`src/hdl/csr_pkg.sv`:
```
package csr_pkg;

  localparam int ADDR_W    = 5;
  localparam int DATA_W    = 8;
  localparam int ID_W      = 5;
  localparam int RW_COUNT  = 22;
  localparam int HEAD_BITS = 11;
  localparam int MUL_W     = 18;

  // register map
  localparam logic [4:0] ADDR_PROT_A     = 5'h00;
  localparam logic [4:0] ADDR_PROT_B     = 5'h01;
  localparam logic [4:0] ADDR_PROT_C     = 5'h02;
  localparam logic [4:0] ADDR_TRACKING   = 5'h03;
  localparam logic [4:0] ADDR_FREQ_SEL   = 5'h04;
  localparam logic [4:0] ADDR_ON_DELAY   = 5'h05;
  localparam logic [4:0] ADDR_OFF_DELAY  = 5'h06;
  localparam logic [4:0] ADDR_SETPOINT   = 5'h07;
  localparam logic [4:0] ADDR_CUR_LIMIT  = 5'h08;
  localparam logic [4:0] ADDR_DUTY_LIMIT = 5'h09;
  localparam logic [4:0] ADDR_DEN_1      = 5'h0a;
  localparam logic [4:0] ADDR_DEN_2      = 5'h0b;
  localparam logic [4:0] ADDR_DEN_3      = 5'h0c;
  localparam logic [4:0] ADDR_NUM0_LO    = 5'h0d;
  localparam logic [4:0] ADDR_NUM0_HI    = 5'h0e;
  localparam logic [4:0] ADDR_NUM1_LO    = 5'h0f;
  localparam logic [4:0] ADDR_NUM1_HI    = 5'h10;
  localparam logic [4:0] ADDR_NUM2_LO    = 5'h11;
  localparam logic [4:0] ADDR_NUM2_HI    = 5'h12;
  localparam logic [4:0] ADDR_NUM3_A     = 5'h13;
  localparam logic [4:0] ADDR_NUM3_B     = 5'h14;
  localparam logic [4:0] ADDR_SETUP_LAST = 5'h14;
  localparam logic [4:0] ADDR_RUN        = 5'h15;
  localparam logic [4:0] ADDR_STATUS     = 5'h16;
  localparam logic [4:0] ADDR_MEAS_V     = 5'h17;
  localparam logic [4:0] ADDR_MEAS_I     = 5'h18;
  localparam logic [4:0] ADDR_MEAS_T     = 5'h19;

  // power-up defaults of the writable registers
  localparam logic [7:0] REG_DEFAULT [RW_COUNT] = '{default: 8'h00};
  localparam logic [7:0] READ_ZERO = 8'h00;
  localparam logic [7:0] REPLY_IDLE = 8'hff;

  // link timing
  localparam int REF_CLK_KHZ  = 250000;
  localparam int LINK_MIN_KHZ = 475;
  localparam int LINK_MAX_KHZ = 525;
  localparam int CNT_W        = 11;
  localparam logic [CNT_W-1:0] LINK_TIMEOUT_CYC =
    CNT_W'(2 * REF_CLK_KHZ / LINK_MIN_KHZ);
  localparam logic [MUL_W-1:0] PCT_FULL  = 18'h0_0064;
  localparam logic [MUL_W-1:0] PCT_SPLIT = 18'h0_0032;
  localparam logic [MUL_W-1:0] PCT_ZERO  = 18'h0_004b;

  // setpoint decode in half-millivolt units
  localparam int SP_W = 14;
  localparam logic [7:0]      SP_CODE1 = 8'h79;
  localparam logic [7:0]      SP_CODE2 = 8'hfb;
  localparam logic [SP_W-1:0] SP_BASE0 = 14'h03e8;
  localparam logic [SP_W-1:0] SP_STEP0 = 14'h0019;
  localparam logic [SP_W-1:0] SP_BASE1 = 14'h0fd2;
  localparam logic [SP_W-1:0] SP_STEP1 = 14'h0032;
  localparam logic [SP_W-1:0] SP_BASE2 = 14'h2968;
  localparam logic [SP_W-1:0] SP_STEP2 = 14'h0064;

  typedef enum logic [1:0] {
    CSR_IDLE  = 2'b00,
    CSR_HEAD  = 2'b01,
    CSR_WDATA = 2'b11,
    CSR_REPLY = 2'b10
  } csr_state_t;

  typedef struct packed {
    logic             wr;
    logic [ID_W-1:0]  id;
    logic [ADDR_W-1:0] addr;
  } csr_head_t;

  typedef struct packed {
    logic [DATA_W-1:0] status;
    logic [DATA_W-1:0] volt;
    logic [DATA_W-1:0] curr;
    logic [DATA_W-1:0] temp;
  } csr_monitor_t;

endpackage

```
`src/hdl/csr_sync.sv`:
```
`timescale 1ns/1ps
`default_nettype none
module csr_sync #(
  parameter int               WIDTH       = 1,
  parameter logic [WIDTH-1:0] RESET_VALUE = '0
) (
  input  wire logic             ref_clk,
  input  wire logic             nrst,
  input  wire logic [WIDTH-1:0] din,
  output logic      [WIDTH-1:0] dout
);

  logic [WIDTH-1:0] meta_ff;
  logic [WIDTH-1:0] sync_ff;

  always_ff @(posedge ref_clk) begin
    if (!nrst) begin
      meta_ff <= RESET_VALUE;
      sync_ff <= RESET_VALUE;
    end else begin
      meta_ff <= din;
      sync_ff <= meta_ff;
    end
  end

  assign dout = sync_ff;

endmodule
`default_nettype wire

```
`src/hdl/csr_converter_regs.sv`:
```
`timescale 1ns/1ps
`default_nettype none
module csr_converter_regs
  import csr_pkg::*;
(
  input  wire logic                       ref_clk,
  input  wire logic                       nrst,
  input  wire logic                       sync_data_line_in,
  output logic                            sync_data_line_out,
  output logic                            sync_data_line_oe,
  input  wire logic                       strap_id_bit0,
  input  wire logic                       strap_id_bit1,
  input  wire logic                       strap_id_bit2,
  input  wire logic                       strap_id_bit3,
  input  wire logic                       strap_id_bit4,
  input  wire logic                       group_status_line_in,
  output logic                            group_status_line_out,
  output logic                            group_status_line_oe,
  input  wire logic                       group_fault_req,
  input  wire logic                       output_is_on,
  input  wire csr_monitor_t               monitor,
  output logic [RW_COUNT-1:0][DATA_W-1:0] setup_regs,
  output logic [ID_W-1:0]                 node_id,
  output logic                            id_valid,
  output logic                            sync_tick,
  output logic                            group_fault,
  output logic [SP_W-1:0]                 setpoint_half_mv,
  output logic [3:0][15:0]                filter_num,
  output logic                            write_done
);

  logic [6:0]        sync_q;
  logic              sd_s;
  logic              grp_s;
  logic [ID_W-1:0]   strap_s;
  logic              sd_prev_ff;
  logic              fall;
  logic              rise;
  logic [CNT_W-1:0]  cnt_ff;
  logic [CNT_W-1:0]  last_period_ff;
  logic              timeout;
  logic              bit_ok;
  logic              bit_val;
  logic              drive_end;
  logic              drive_ff;
  logic              own_ff;
  csr_state_t        state_ff;
  logic [3:0]        bitcnt_ff;
  logic [HEAD_BITS-2:0] head_sr_ff;
  csr_head_t         head_next;
  csr_head_t         head_ff;
  logic              sel_ff;
  logic [DATA_W-1:0] data_sr_ff;
  logic [DATA_W-1:0] nxt_data;
  logic [DATA_W-1:0] reply_sr_ff;
  logic [DATA_W-1:0] rd_data;
  logic              commit;
  logic              locked_addr;
  logic              write_ok;
  logic [DATA_W-1:0] regs_ff [RW_COUNT];
  logic [ID_W-1:0]   node_id_ff;
  logic [1:0]        strap_wait_ff;
  logic              id_valid_ff;
  logic              grp_oe_ff;
  logic              grp_fault_ff;
  logic              tick_ff;
  logic              done_ff;
  logic [SP_W-1:0]   setpoint_ff;

  // pins pass two flops first
  csr_sync #(
    .WIDTH       (7),
    .RESET_VALUE (7'h7f)
  ) u_sync (
    .ref_clk (ref_clk),
    .nrst    (nrst),
    .din     ({sync_data_line_in, group_status_line_in, strap_id_bit4,
               strap_id_bit3, strap_id_bit2, strap_id_bit1,
               strap_id_bit0}),
    .dout    (sync_q)
  );

  assign sd_s    = sync_q[6];
  assign grp_s   = sync_q[5];
  assign strap_s = sync_q[4:0];

  // strap identity taken once the synchroniser has filled
  always_ff @(posedge ref_clk) begin
    if (!nrst) begin
      strap_wait_ff <= 2'h0;
      node_id_ff    <= '0;
      id_valid_ff   <= 1'b0;
    end else if (strap_wait_ff != 2'h3) begin
      strap_wait_ff <= strap_wait_ff + 2'h1;
      if (strap_wait_ff == 2'h2) begin
        node_id_ff  <= strap_s;
        id_valid_ff <= 1'b1;
      end
    end
  end

  // line edges and period measurement
  always_ff @(posedge ref_clk) begin
    if (!nrst) begin
      sd_prev_ff <= 1'b1;
    end else begin
      sd_prev_ff <= sd_s;
    end
  end

  assign fall = sd_prev_ff & ~sd_s;
  assign rise = ~sd_prev_ff & sd_s;

  always_ff @(posedge ref_clk) begin
    if (!nrst) begin
      // an idle line since reset counts as timed out
      cnt_ff         <= LINK_TIMEOUT_CYC;
      last_period_ff <= '0;
    end else if (fall) begin
      cnt_ff         <= '0;
      last_period_ff <= cnt_ff;
    end else if (!timeout) begin
      cnt_ff <= cnt_ff + CNT_W'(1);
    end
  end

  assign timeout = (cnt_ff == LINK_TIMEOUT_CYC);

  // short low pulse is a one, long low pulse a zero
  assign bit_ok  = rise & ~own_ff;
  assign bit_val = !((MUL_W'(cnt_ff) * PCT_FULL) >
                     (MUL_W'(last_period_ff) * PCT_SPLIT));
  assign drive_end = (MUL_W'(cnt_ff) * PCT_FULL) >=
                     (MUL_W'(last_period_ff) * PCT_ZERO);

  // reply drive: stretch the manager's pulse to a zero
  always_ff @(posedge ref_clk) begin
    if (!nrst) begin
      drive_ff <= 1'b0;
      own_ff   <= 1'b0;
    end else if (fall && state_ff == CSR_REPLY && !reply_sr_ff[7]) begin
      drive_ff <= 1'b1;
      own_ff   <= 1'b1;
    end else begin
      if (fall) begin
        own_ff <= 1'b0;
      end
      if (drive_ff && (drive_end || timeout)) begin
        drive_ff <= 1'b0;
      end
    end
  end

  assign sync_data_line_oe  = drive_ff;
  assign sync_data_line_out = 1'b0;

  assign head_next = csr_head_t'({head_sr_ff, bit_val});
  assign nxt_data  = {data_sr_ff[DATA_W-2:0], bit_val};

  // frame sequencer
  always_ff @(posedge ref_clk) begin
    if (!nrst) begin
      state_ff    <= CSR_IDLE;
      bitcnt_ff   <= 4'h0;
      head_sr_ff  <= '0;
      head_ff     <= '0;
      sel_ff      <= 1'b0;
      data_sr_ff  <= '0;
      reply_sr_ff <= REPLY_IDLE;
    end else if (timeout) begin
      state_ff    <= CSR_IDLE;
      reply_sr_ff <= REPLY_IDLE;
    end else begin
      unique case (state_ff)
        CSR_IDLE: begin
          if (bit_ok && !bit_val) begin
            state_ff  <= CSR_HEAD;
            bitcnt_ff <= 4'h0;
          end
        end
        CSR_HEAD: begin
          if (bit_ok) begin
            head_sr_ff <= head_next[HEAD_BITS-2:0];
            bitcnt_ff  <= bitcnt_ff + 4'h1;
            if (bitcnt_ff == 4'(HEAD_BITS - 1)) begin
              bitcnt_ff <= 4'h0;
              head_ff   <= head_next;
              sel_ff    <= id_valid_ff && (head_next.id == node_id_ff);
              if (head_next.wr) begin
                state_ff <= CSR_WDATA;
              end else begin
                state_ff    <= CSR_REPLY;
                reply_sr_ff <= (id_valid_ff &&
                                head_next.id == node_id_ff) ?
                               rd_data : REPLY_IDLE;
              end
            end
          end
        end
        CSR_WDATA: begin
          if (bit_ok) begin
            data_sr_ff <= nxt_data;
            bitcnt_ff  <= bitcnt_ff + 4'h1;
            if (bitcnt_ff == 4'(DATA_W - 1)) begin
              state_ff <= CSR_IDLE;
            end
          end
        end
        CSR_REPLY: begin
          if (fall) begin
            reply_sr_ff <= {reply_sr_ff[DATA_W-2:0], 1'b1};
            bitcnt_ff   <= bitcnt_ff + 4'h1;
            if (bitcnt_ff == 4'(DATA_W - 1)) begin
              state_ff <= CSR_IDLE;
            end
          end
        end
      endcase
    end
  end

  // read mux over the full map
  always_comb begin
    rd_data = READ_ZERO;
    if (head_next.addr < ADDR_W'(RW_COUNT)) begin
      rd_data = regs_ff[head_next.addr];
    end else begin
      unique case (head_next.addr)
        ADDR_STATUS: rd_data = monitor.status;
        ADDR_MEAS_V: rd_data = monitor.volt;
        ADDR_MEAS_I: rd_data = monitor.curr;
        ADDR_MEAS_T: rd_data = monitor.temp;
        default:     rd_data = READ_ZERO;
      endcase
    end
  end

  assign commit = (state_ff == CSR_WDATA) && bit_ok && !timeout &&
                  (bitcnt_ff == 4'(DATA_W - 1)) && sel_ff;

  assign locked_addr = (head_ff.addr == ADDR_FREQ_SEL) ||
                       (head_ff.addr == ADDR_DUTY_LIMIT) ||
                       ((head_ff.addr >= ADDR_DEN_1) &&
                        (head_ff.addr <= ADDR_NUM3_B));
  assign write_ok = (head_ff.addr <= ADDR_RUN) &&
                    !(locked_addr && output_is_on) &&
                    commit;

  // volatile storage, defaults back on every reset
  always_ff @(posedge ref_clk) begin
    if (!nrst) begin
      for (int i = 0; i < RW_COUNT; i++) begin
        regs_ff[i] <= REG_DEFAULT[i];
      end
    end else if (write_ok) begin
      regs_ff[head_ff.addr] <= nxt_data;
    end
  end

  always_ff @(posedge ref_clk) begin
    if (!nrst) begin
      done_ff <= 1'b0;
      tick_ff <= 1'b0;
    end else begin
      done_ff <= write_ok;
      tick_ff <= fall;
    end
  end

  // group status line: pull low on fault, report any member's fault
  always_ff @(posedge ref_clk) begin
    if (!nrst) begin
      grp_oe_ff    <= 1'b0;
      grp_fault_ff <= 1'b0;
    end else begin
      grp_oe_ff    <= group_fault_req;
      grp_fault_ff <= ~grp_s;
    end
  end

  assign group_status_line_oe  = grp_oe_ff;
  assign group_status_line_out = 1'b0;

  // setpoint code to target voltage
  function automatic logic [SP_W-1:0] sp_decode(input logic [7:0] code);
    logic [SP_W-1:0] c;
    c = SP_W'(code);
    if (code < SP_CODE1) begin
      sp_decode = SP_BASE0 + c * SP_STEP0;
    end else if (code < SP_CODE2) begin
      sp_decode = SP_BASE1 + (c - SP_W'(SP_CODE1)) * SP_STEP1;
    end else begin
      sp_decode = SP_BASE2 + (c - SP_W'(SP_CODE2)) * SP_STEP2;
    end
  endfunction

  always_ff @(posedge ref_clk) begin
    if (!nrst) begin
      setpoint_ff <= SP_BASE0;
    end else begin
      setpoint_ff <= sp_decode(regs_ff[ADDR_SETPOINT]);
    end
  end

  for (genvar g = 0; g < RW_COUNT; g++) begin : g_out
    assign setup_regs[g] = regs_ff[g];
  end

  // multi-byte numerator terms joined from their byte registers
  assign filter_num[0] = {regs_ff[ADDR_NUM0_HI],
                          regs_ff[ADDR_NUM0_LO]};
  assign filter_num[1] = {regs_ff[ADDR_NUM1_HI],
                          regs_ff[ADDR_NUM1_LO]};
  assign filter_num[2] = {regs_ff[ADDR_NUM2_HI],
                          regs_ff[ADDR_NUM2_LO]};
  assign filter_num[3] = {regs_ff[ADDR_NUM3_A],
                          regs_ff[ADDR_NUM3_B]};

  assign node_id          = node_id_ff;
  assign id_valid         = id_valid_ff;
  assign sync_tick        = tick_ff;
  assign group_fault      = grp_fault_ff;
  assign setpoint_half_mv = setpoint_ff;
  assign write_done       = done_ff;

endmodule
`default_nettype wire

```
`config.mk`:
```
export PLATFORM = sky130hd
export DESIGN_NAME = csr_converter_regs
export DESIGN_NICKNAME = d
export VERILOG_FILES = /design/src/hdl/csr_pkg.sv /design/src/hdl/csr_sync.sv /design/src/hdl/csr_converter_regs.sv
export SDC_FILE = /design/constraint.sdc
export NUM_CORES = 1
export LEC_CHECK = 0
export ABC_AREA = 0
export BUFFER_PORTS_ARGS = -buffer_cell sky130_fd_sc_hd__buf_4
export CAP_MARGIN = 20
export CORE_ASPECT_RATIO = 0.5
export CORE_MARGIN = 4
export CORE_UTILIZATION = 30
export CTS_CLUSTER_DIAMETER = 80
export DETAILED_ROUTE_END_ITERATION = 6
export SLEW_MARGIN = 25
export SYNTH_ARGS = -nofsm -noshare
export SYNTH_HDL_FRONTEND = slang
export SYNTH_SLANG_ARGS = --single-unit
```
`constraint.sdc`:
```
create_clock -name ref_clk -period 5.05 [get_ports ref_clk]
set_input_delay 0.2525 -clock ref_clk [delete_from_list [all_inputs] [get_ports ref_clk]]
set_output_delay 0.2525 -clock ref_clk [all_outputs]
set_load 0.005 [all_outputs]
```
==> results of run 1 <==
synth_stat cells (30+ instances only):
cell | instances | area share (%)
o21ai_0 | 84 | 2.0
edfxtp_1 | 190 | 27
nor2b_1 | 48 | 1.4
inv_1 | 204 | 3.6
mux2i_1 | 53 | 2.5
nor3_1 | 34 | 0.81
nor2_1 | 95 | 1.7
a21oi_1 | 70 | 1.7
buf_4 | 69 | 2.5
and3_1 | 98 | 2.9
xor2_1 | 30 | 1.2
fa_1 | 43 | 4.1
clkbuf_1 | 69 | 1.2
dfxtp_1 | 102 | 9.7
nand2b_1 | 37 | 1.1
and2_1 | 90 | 2.7
xnor2_1 | 59 | 2.4
nand2_1 | 154 | 2.7
ha_1 | 242 | 14
logic make-up after synthesis:
family | after synthesis | share of synthesized area, %
adders and majority gates | 285 | 18.4
muxes | 70 | 3.63
buffers and inverters | 376 | 8.10
DFF | 292 | 36.7
other | 1 | 0.0178
xor gates and xnor gates | 89 | 3.69
AOI/OAI and AO/OA | 391 | 12.6
and+or+nand+nor | 662 | 16.8
cell type report:
cell class	instances	share of cell area (%)
multi-input combinational	1513	45.9
sequential	292	28.7
timing repair buffer	492	14.0
tap	945	4.37
clock buffer	44	3.43
inverter	206	2.86
clock inverter	16	0.703
path summary, 6_finish.rpt:
check                                  startpoint             end  slack, ps  depth (start not counted)
worst max-delay path            last_period_ff[5]  reply_sr_ff[1]       -260                         24
worst min-delay path                         nrst      write_done        220                          5
worst max register to register  last_period_ff[5]  reply_sr_ff[1]       -260                         24
worst min register to register     u_sync.dout[5]     group_fault        390                          1
per-stage QoR:
| step | cell area (um^2) | TNS, ps | utilization, % | setup WS, ps |
|---|---|---|---|---|
| global route | 27100 | -3980 | 39.0 | -449 |
| finish | 27100 | -1170 | 39.0 | -257 |
| detailed placement | 25000 | -4030 | 36.1 | -464 |
| CTS | 26500 | -1590 | 38.2 | -260 |
| global placement | 25000 | -2300 | 36.1 | -342 |
| floorplan | 21300 | 0 | - | 3.96 |
power by group through the flow:
stage	combinational [mW]	sequential, mW	clock [mW]
final	3.03	2.84	2.52
after detailed placement	2.85	2.88	0
after floorplan	1.82	2.83	0
after global placement	2.82	2.88	0
after global routing	3.36	2.84	2.66
after CTS	2.94	2.83	2.55
repair_timing:
action                                  in CTS  in global routing
setup buffers                                8                  7
endpoints found under the setup margin      16                 39
hold buffers                                 9                  0
gates resized for setup                     35                 87
gates cloned                                 1                  2
endpoints found under the hold margin        9                  0
pin swaps                                   31                 34
worst register-to-register path, cell delays in order (launching register included):
cell and delay [ps]:
dfxtp_2 330, buf_4 130, ha_1 280, ha_1 270, inv_1 50, fa_1 500
inv_1 40, ha_1 340, o21ai_1 130, a21boi_1 90, o21a_1 190, or2_2 300
xnor2_2 140, ha_1 300, nand4_1 140, nor2_4 130, o211ai_1 140, o211a_4 190
o22ai_4 230, buf_6 190, buf_12 140, mux2_2 340, o22ai_1 350, nor4_2 90
o31ai_1 220
per-layer routing:
layer | track usage [%] | part of all wire (%) | up-vias
met5 | 0 | 0 | -
met4 | 6.78 | 3.8 | 0
met3 | 2.07 | 5.2 | 140
met2 | 33.4 | 50 | 591
met1 | 24.2 | 41 | 8700
li1 | - | - | 8328
flip-flops by register name, summed over array words and instances (netlist names), 2 cells and up:
name / flops
u_sync.meta_ff: 7
head_ff: 5
data_sr_ff: 7
reply_sr_ff: 8
setpoint_half_mv: 14
head_sr_ff: 10
last_period_ff: 11
bitcnt_ff: 4
state_ff: 2
strap_wait_ff: 2
node_id: 5
regs_ff: 190
u_sync.dout: 7
cnt_ff: 11
==> results.yml, run 1 <==
routing:
  viasPerCell: 5.06
  first_pass_iters: 5
  num_vias: 17800
  drc: 0
  antenna_left: 0
  drt-wirelength-per-cell_um: 21.3
  drtIter0Drc: 1538
  drt_wl_total_um: 74800
placement:
  globalplace.congestion: 0.968
  io_buffers: 307
  placed_cells: 3421
  hpwl_um: 57600
synth:
  synthesis.area_mm2: 0.0211
  avgSynthCellArea_um2: 9.74
  synth_edf_count: 190
  yosys_register_bits: 292
  synthCells: 2166
  synth-main-ff-cell: "edfxtp_1"
  synth-async-reset-ratio_pct: 0
  ys_warn_count: 0
  synth-seq-area-share_pct: 36.7
  synthDistinctLibCells: 92
sta:
  post-route-min-period_ps: 5310
  fin_crit_sh_pct: 105
  finClkSkew_ps: 31.1
  fmax_ghz: 0.188
  rsz0062_at_grt: "true"
  setup_ws_ps: -257
  report.final.setup_viol: 9
  worst_pin_slew_ps: 980
  slew_viol_final: 0
  slew-limit-headroom_pct: 34.6
  timing.hold.ws_ps: 225
  finalHoldViolations: 0
cts:
  clkSinkCount: 292
  path_clk_slew_ps: 60
  htreeDepth: 2
  clock_latency_ps: 550
  clockRootBuffer: "clkbuf_16"
  cts_buffers: 34
  clock_path_buffers: 3
  cts_tree: "yes"
power_and_ir_drop:
  switching_share_pct: 33.6
  peakVddDrop_v: 0.000216
  comb_power_share_pct: 36.1
  total_leakage_power_nw: 12.1
  internal-power_mw: 5.57
  pwr-share-seq_pct: 33.8
  p_per_area_mw_per_mm2: 310
  p_total_mw: 8.39
  clockPowerShare_pct: 30.1
  power.switching_mw: 2.82
setup_path:
  cp_num_buf_inv: 5
  slowest_stage: "fa_1"
  startpoint_type: "flop"
  slowest_delay_ps: 500
  cp-end-kind: "flop"
  worstPathCellList: "buf_4 -> ha_1 -> ha_1 -> inv_1 -> fa_1 -> inv_1 -> ha_1 -> o21ai_1 -> a21boi_1 -> o21a_1 -> or2_2 -> xnor2_2 -> ha_1 -> nand4_1 -> nor2_4 -> o211ai_1 -> o211a_4 -> o22ai_4 -> buf_6 -> buf_12 -> mux2_2 -> o22ai_1 -> nor4_2 -> o31ai_1"
  cp_max_fo: 8
  path_delay_family: "adder cells"
  worst_path_most_repeated_cell: "ha_1"
  required_ps: 5510
  critPathKind: "flop to flop"
  crit_arrival_ps: 5760
final_layout:
  fillers: 6824
  drive_gt1_share_pct: 26.8
  fin_nets: 2867
  area_growth_pct: 28.3
  regArea_mm2: 0.00778
  final_cell_mix: "buf_4 (469), ha_1 (215), inv_1 (199)"
  diodes: 0
  multi_input_area_mm2: 0.0124
  finalNonFillerCells: 3508
  final_common_cell: "buf_4"
job:
  max-cap-violations: 0
min_path:
  worst_hold_path_type: "primary input to flop"
grt:
  grt_antenna_before_repair: 2
  grt_max_degree: 54
  grt_pass1_vias: 17100
  grt_overflow: 0
  grt_pass1_wl_um: 110000
  grtUsageTotal_pct: 19.0
floorplanning:
  dieArea_mm2: 0.0749
  die_width_um: 383
  ios: 310
  initial_core_util_pct: 30.4
  die_h_um: 196
  core-area_mm2: 0.0693
  num_rows: 68
status:
  outcome: "complete, but fails checks"
  violations: "negative setup slack"
Power figures use the tool's default switching activity.
==> inputs of run 2 (changes only) <==
--- a/config.mk
+++ b/config.mk
@@ -16,4 +16,5 @@
 export SLEW_MARGIN = 25
 export SYNTH_ARGS = -nofsm -noshare
 export SYNTH_HDL_FRONTEND = slang
+export SYNTH_HIERARCHICAL = 1
 export SYNTH_SLANG_ARGS = --single-unit
==> run 2 against run 1 <==
The flow still finishes with violations (negative setup slack). Clock power up 6%. Worst setup slack worse by 350 ps. Critical path depth up 4. Power up 3.1%. Die area up 2.2%. Combinational power down 4%. Count of clock-buffer cells in the layout up 9. Cell count up 0.74%. Synthesized area up 2.3%. Critical path type unchanged. Critical endpoint is now reply_sr_ff[6].
==> results.yml, run 2 <==
sta:
  worst_pin_slew_ps: 1040
  fmax_ghz: 0.177
  timing.hold.ws_ps: 232
  rsz0062_at_grt: "true"
  finClkSkew_ps: 20.1
  setup_tns_ps: -4970
  finalHoldViolations: 0
  post-route-min-period_ps: 5660
  setup_ws_ps: -612
  fin_crit_sh_pct: 112
  report.final.setup_viol: 18
  slew_viol_final: 0
  slew-limit-headroom_pct: 30.3
routing:
  drt_wl_total_um: 68700
  drt-wirelength-per-cell_um: 19.4
  antenna_left: 0
  drc: 0
  drtIter0Drc: 1378
  num_vias: 17200
  viasPerCell: 4.87
  first_pass_iters: 6
setup_path:
  cp-end-kind: "flop"
  startpoint_type: "flop"
  cp_max_fo: 8
  crit_arrival_ps: 6090
  r2r_cells: 28
  r2r_start: "cnt_ff[2]"
  slowest_delay_ps: 560
  worst_path_most_repeated_cell: "ha_4"
  critPathKind: "flop to flop"
  reg2reg_slack_ps: -610
  r2r-end: "reply_sr_ff[6]"
  required_ps: 5480
  slowest_stage: "fa_1"
floorplanning:
  dieArea_mm2: 0.0766
  core-area_mm2: 0.0711
  ios: 310
  die_width_um: 387
  num_rows: 69
  die_h_um: 198
  initial_core_util_pct: 30.3
synth:
  synth-async-reset-ratio_pct: 0
  avgSynthCellArea_um2: 10.1
  synth_top_cell_by_area: "edfxtp_1"
  synth-seq-area-share_pct: 39.8
  synth.most_common_cell: "ha_1"
  synth-main-ff-cell: "edfxtp_1"
  ys_warn_count: 6
  yosys-top-cells-area: "edfxtp_1 (30%), ha_1 (14%), dfxtp_1 (9.5%), fa_1 (4.0%), inv_1 (3.6%)"
  yosys_register_bits: 320
  yosysTopAreaCellShare_pct: 30.3
  synthCells: 2132
  synth_edf_count: 218
  synthDistinctLibCells: 82
  synth.top_cells.by_count: "ha_1 (242), edfxtp_1 (218), inv_1 (206)"
  synthesis.area_mm2: 0.0216
grt:
  grt_max_degree: 51
  grt_overflow: 0
  grt_pass1_wl_um: 102000
  grt_pass1_vias: 17100
  grtUsageTotal_pct: 17.1
  grt_antenna_before_repair: 1
cts:
  clock_latency_ps: 550
  clock_path_buffers: 3
  htreeDepth: 2
  clkSinkCount: 320
  clockRootBuffer: "clkbuf_16"
  path_clk_slew_ps: 70
  cts_tree: "yes"
  cts_buffers: 37
final_layout:
  multi_input_area_mm2: 0.0120
  top_register: "regs_ff"
  area_growth_pct: 28.4
  regArea_mm2: 0.00862
  utilization_pct: 39.0
  finalInstanceArea_mm2: 0.0277
  final_common_cell: "buf_4"
  largest_reg_flops: 218
  drive_gt1_share_pct: 27.1
  final_cell_mix: "buf_4 (471), ha_1 (228), edfxtp_1 (218)"
  fin_nets: 2875
  fillers: 6999
  diodes: 0
  finalNonFillerCells: 3534
min_path:
  min_from: "nrst"
  hold_end: "write_done"
  worst_hold_path_type: "primary input to flop"
  min_path_cells: 5
placement:
  globalplace.congestion: 0.893
  hpwl_um: 52100
  place_worst_setup_slack_ps: -709
  placed_area_mm2: 0.0258
  io_buffers: 307
  placed_cells: 3432
status:
  outcome: "complete, but fails checks"
  violations: "negative setup slack"
power_and_ir_drop:
  total_leakage_power_nw: 12.3
  p_total_mw: 8.65
  p_per_area_mw_per_mm2: 312
  peakVddDrop_v: 0.000214
job:
  max-cap-violations: 0
[run 2: cell count changes after synthesis, sizes merged, moves of 6 or more]
cell    previous run  this run
edfxtp           190       218
a21oi             71        94
mux2i             53        71
buf               98        84
o31ai             15         5
and3              99        90
nand2            154       145
nor2b             48        56
a21boi            12         5
clkbuf            72        79
a211o              7         1
a31oi             11         5
nand2b            37        31
xnor2             59        65
[run 2: area by class of cell]
cell class                      instances  area share, %
Inverter                              207           2.85
Clock inverter                         15          0.420
Timing Repair Buffer                  496           13.9
Multi-Input combinational cell       1485           43.4
Sequential cell                       320           31.1
Clock buffer                           53           3.91
Tap cell                              958           4.33
[run 2: where the power goes]
part | internal [mW] | leakage [nW] | switching [mW]
clock | 1.51 | 0.591 | 1.14
combinational | 1.39 | 8.75 | 1.51
sequential | 2.95 | 2.94 | 0.140
total | 5.85 | 12.3 | 2.80
[run 2: worst max path at each step]
| stage | startpoint | slack [ps] | depth (start not counted) | to |
|---|---|---|---|---|
| 2_1_floorplan | last_period_ff[3] | -3 | 28 | reply_sr_ff[3] |
| 3_3_place_gp | cnt_ff[2] | -610 | 29 | reply_sr_ff[6] |
| 3_5_place_dp | cnt_ff[2] | -710 | 28 | reply_sr_ff[6] |
| 4_1_cts | cnt_ff[2] | -490 | 28 | reply_sr_ff[6] |
| 5_1_grt | cnt_ff[2] | -810 | 28 | reply_sr_ff[6] |
| 6_report | cnt_ff[2] | -610 | 28 | reply_sr_ff[6] |
[run 2: repair_timing]
item                                    4_1_cts  5_1_grt
pin swaps                                    14       29
endpoints found under the setup margin       24       39
buffers inserted                             29        8
hold buffers                                  9        0
gates cloned                                  2        0
endpoints found under the hold margin         9        0
resized for setup                            50       47
[run 2: critical path, delay by kind of cell (launching register included)]
kind,cells,cell delay [ps]
buf+inv,3,360
simple gates,7,1250
fa+ha+maj,5,1590
flops,1,370
xor+xnor,1,90
compound gates,11,1670
mux,1,230
[run 2: cells by family (layout without fill, tap and decap cells)]
| family | Yosys count | in the layout | synth area share (%) |
|---|---|---|---|
| and+or+nand+nor | 616 | 616 | 15.0 |
| buffers and inverters | 370 | 771 | 7.91 |
| DFF | 320 | 320 | 39.8 |
| xor gates and xnor gates | 97 | 97 | 4.00 |
| adders and majority gates | 285 | 285 | 18.0 |
| muxes | 93 | 93 | 4.81 |
| other | 1 | 44 | 0.0174 |
| AOI/OAI and AO/OA | 350 | 350 | 10.5 |
[run 2: routing by layer]
metal  up-vias  share of wire, %  track usage [%]
met1      8265                40             20.9
met2       556                48             29.5
li1       8212                 -                -
met5         -             0.019                0
met3       161               6.6             3.16
met4         2               4.6             7.69
==> inputs of run 3 (changes only) <==
--- a/config.mk
+++ b/config.mk
@@ -13,6 +13,7 @@
 export CORE_UTILIZATION = 30
 export CTS_CLUSTER_DIAMETER = 80
 export DETAILED_ROUTE_END_ITERATION = 6
+export SETUP_SLACK_MARGIN = 0.2
 export SLEW_MARGIN = 25
 export SYNTH_ARGS = -nofsm -noshare
 export SYNTH_HDL_FRONTEND = slang
==> constraint.sdc (replaced) <==
create_clock -name ref_clk -period 5.9 [get_ports ref_clk]
set_input_delay 0.295 -clock ref_clk [delete_from_list [all_inputs] [get_ports ref_clk]]
set_output_delay 0.295 -clock ref_clk [all_outputs]
set_load 0.005 [all_outputs]
==> run 3 against run 2 <==
The run now ends clean. Via count is 0.20% lower. Clock power is 15% lower. Critical path depth stayed put. Count of clock-buffer cells in the layout stayed put. Die area stayed put. Cell area is 1.9% lower. Critical endpoint unchanged. Non-clock buffer count is 51 lower. Utilization is 0.76 points lower. Flip-flop and latch count stayed put. Worst setup slack better by 850 ps.
==> results.yml, run 3 (synthesis results as in run 2) <==
status:
  outcome: "complete, no violations"
setup_path:
  required_ps: 6370
  cp_num_buf_inv: 3
  cp_max_fo: 6
  crit_arrival_ps: 6130
  critPathKind: "flop to flop"
  slowest_delay_ps: 580
  path_delay_family: "compound AO/OA/AOI/OAI gates"
  slowest_stage: "or4_4"
  cp-end-kind: "flop"
  startpoint_type: "flop"
cts:
  clock_latency_ps: 540
  path_clk_slew_ps: 70
  cts_tree: "yes"
  clockRootBuffer: "clkbuf_16"
  clkSinkCount: 320
  clock_path_buffers: 3
  htreeDepth: 2
  cts_buffers: 37
final_layout:
  largest_reg_flops: 218
  top_register: "regs_ff"
  drive_gt1_share_pct: 24.2
  final_cell_mix: "buf_4 (425), ha_1 (226), edfxtp_1 (218)"
  finalNonFillerCells: 3483
  area_growth_pct: 25.9
  final_common_cell: "buf_4"
  fin_nets: 2824
  finalInstanceArea_mm2: 0.0272
  diodes: 0
sta:
  fin_crit_sh_pct: 95.9
  finalHoldViolations: 0
  rsz0062_at_grt: "true"
  report.final.setup_viol: 0
  worst_pin_slew_ps: 1010
  finClkSkew_ps: 21.8
  post-route-min-period_ps: 5660
  slew-limit-headroom_pct: 32.6
  slew_viol_final: 0
  fmax_ghz: 0.177
placement:
  io_buffers: 307
  globalplace.congestion: 0.900
  hpwl_um: 52000
  placed_cells: 3381
  placed_area_mm2: 0.0252
job:
  max-cap-violations: 0
routing:
  viasPerCell: 4.93
  num_vias: 17200
  first_pass_iters: 6
  antenna_left: 0
  drt_wl_total_um: 69000
  drc: 0
  drt-wirelength-per-cell_um: 19.8
  drtIter0Drc: 1530
floorplanning:
  dieArea_mm2: 0.0766
  die_width_um: 387
  num_rows: 69
  initial_core_util_pct: 30.3
  die_h_um: 198
  ios: 310
  core-area_mm2: 0.0711
power_and_ir_drop:
  p_per_area_mw_per_mm2: 268
  peakVddDrop_v: 0.000194
  total_leakage_power_nw: 12.0
  p_total_mw: 7.28
grt:
  grtUsageTotal_pct: 17.0
  grt_max_degree: 69
  grt_overflow: 0
  grt_pass1_vias: 16900
  grt_antenna_before_repair: 2
  grt_pass1_wl_um: 102000
min_path:
  worst_hold_path_type: "primary input to flop"
[run 3: worst reg2reg max path: cells and delay by family (launching register included)]
family	cells	cell delay, ps
buffers and inverters	3	330
adders and majority gates	5	1550
xor gates and xnor gates	1	110
AOI/OAI and AO/OA	11	1830
DFF	1	360
muxes	1	80
and+or+nand+nor	7	1330
[run 3: where the power goes]
part	leakage, nW	total (mW)	switching, mW	internal, mW
clock	0.583	2.27	0.956	1.32
sequential	2.94	2.64	0.124	2.52
combinational	8.47	2.37	1.26	1.11
total	12.0	7.28	2.34	4.95
[run 3: cell type report]
class	instances	area, um^2
Inverter	207	790
Multi-Input combinational cell	1485	11900
Tap cell	958	1200
Fill cell	7076	44000
Clock buffer	53	1030
Sequential cell	320	8620
Timing Repair Buffer	445	3520
Clock inverter	15	156
[run 3: path summary, 6_finish.rpt]
| check | cells past startpoint | endpoint | start | slack, ps |
|---|---|---|---|---|
| worst max-delay path | 28 | reply_sr_ff[6] | cnt_ff[3] | 240 |
| worst min-delay path | 2 | setpoint_half_mv[7] | nrst | 180 |
| worst max register to register | 28 | reply_sr_ff[6] | cnt_ff[3] | 240 |
| worst min register to register | 1 | group_fault | u_sync/dout[5] | 380 |
[run 3: repair_timing]
action / 4_1_cts / 5_1_grt
hold buffers: 9 / 0
setup endpoints to repair: 13 / 13
resized for setup: 38 / 57
setup buffers: 12 / 11
pin swaps: 29 / 42
cloned: 1 / 1
hold endpoints to repair: 9 / 0
[run 3: stage by stage]
stage / hold WS [ps] / TNS (ps) / util (%) / worst slack [ps]
finish: 177 / 0 / 38.2 / 241
global route: 181 / -27.4 / 38.2 / -23.7
CTS: 150 / 0 / 37.7 / 206
detailed placement: 375 / -907 / 35.5 / -198
global placement: 369 / -641 / 35.4 / -172
floorplan: 367 / 0 / - / 247
[run 3: metal layers]
layer | track usage [%] | routed length [um] | share of wire [%] | vias up
met2 | 29.8 | 34100 | 49 | 572
met4 | 7.37 | 3220 | 4.7 | 0
li1 | - | - | - | 8099
met5 | 0 | 0 | 0 | -
met1 | 21.1 | 27700 | 40 | 8338
met3 | 2.51 | 3950 | 5.7 | 153
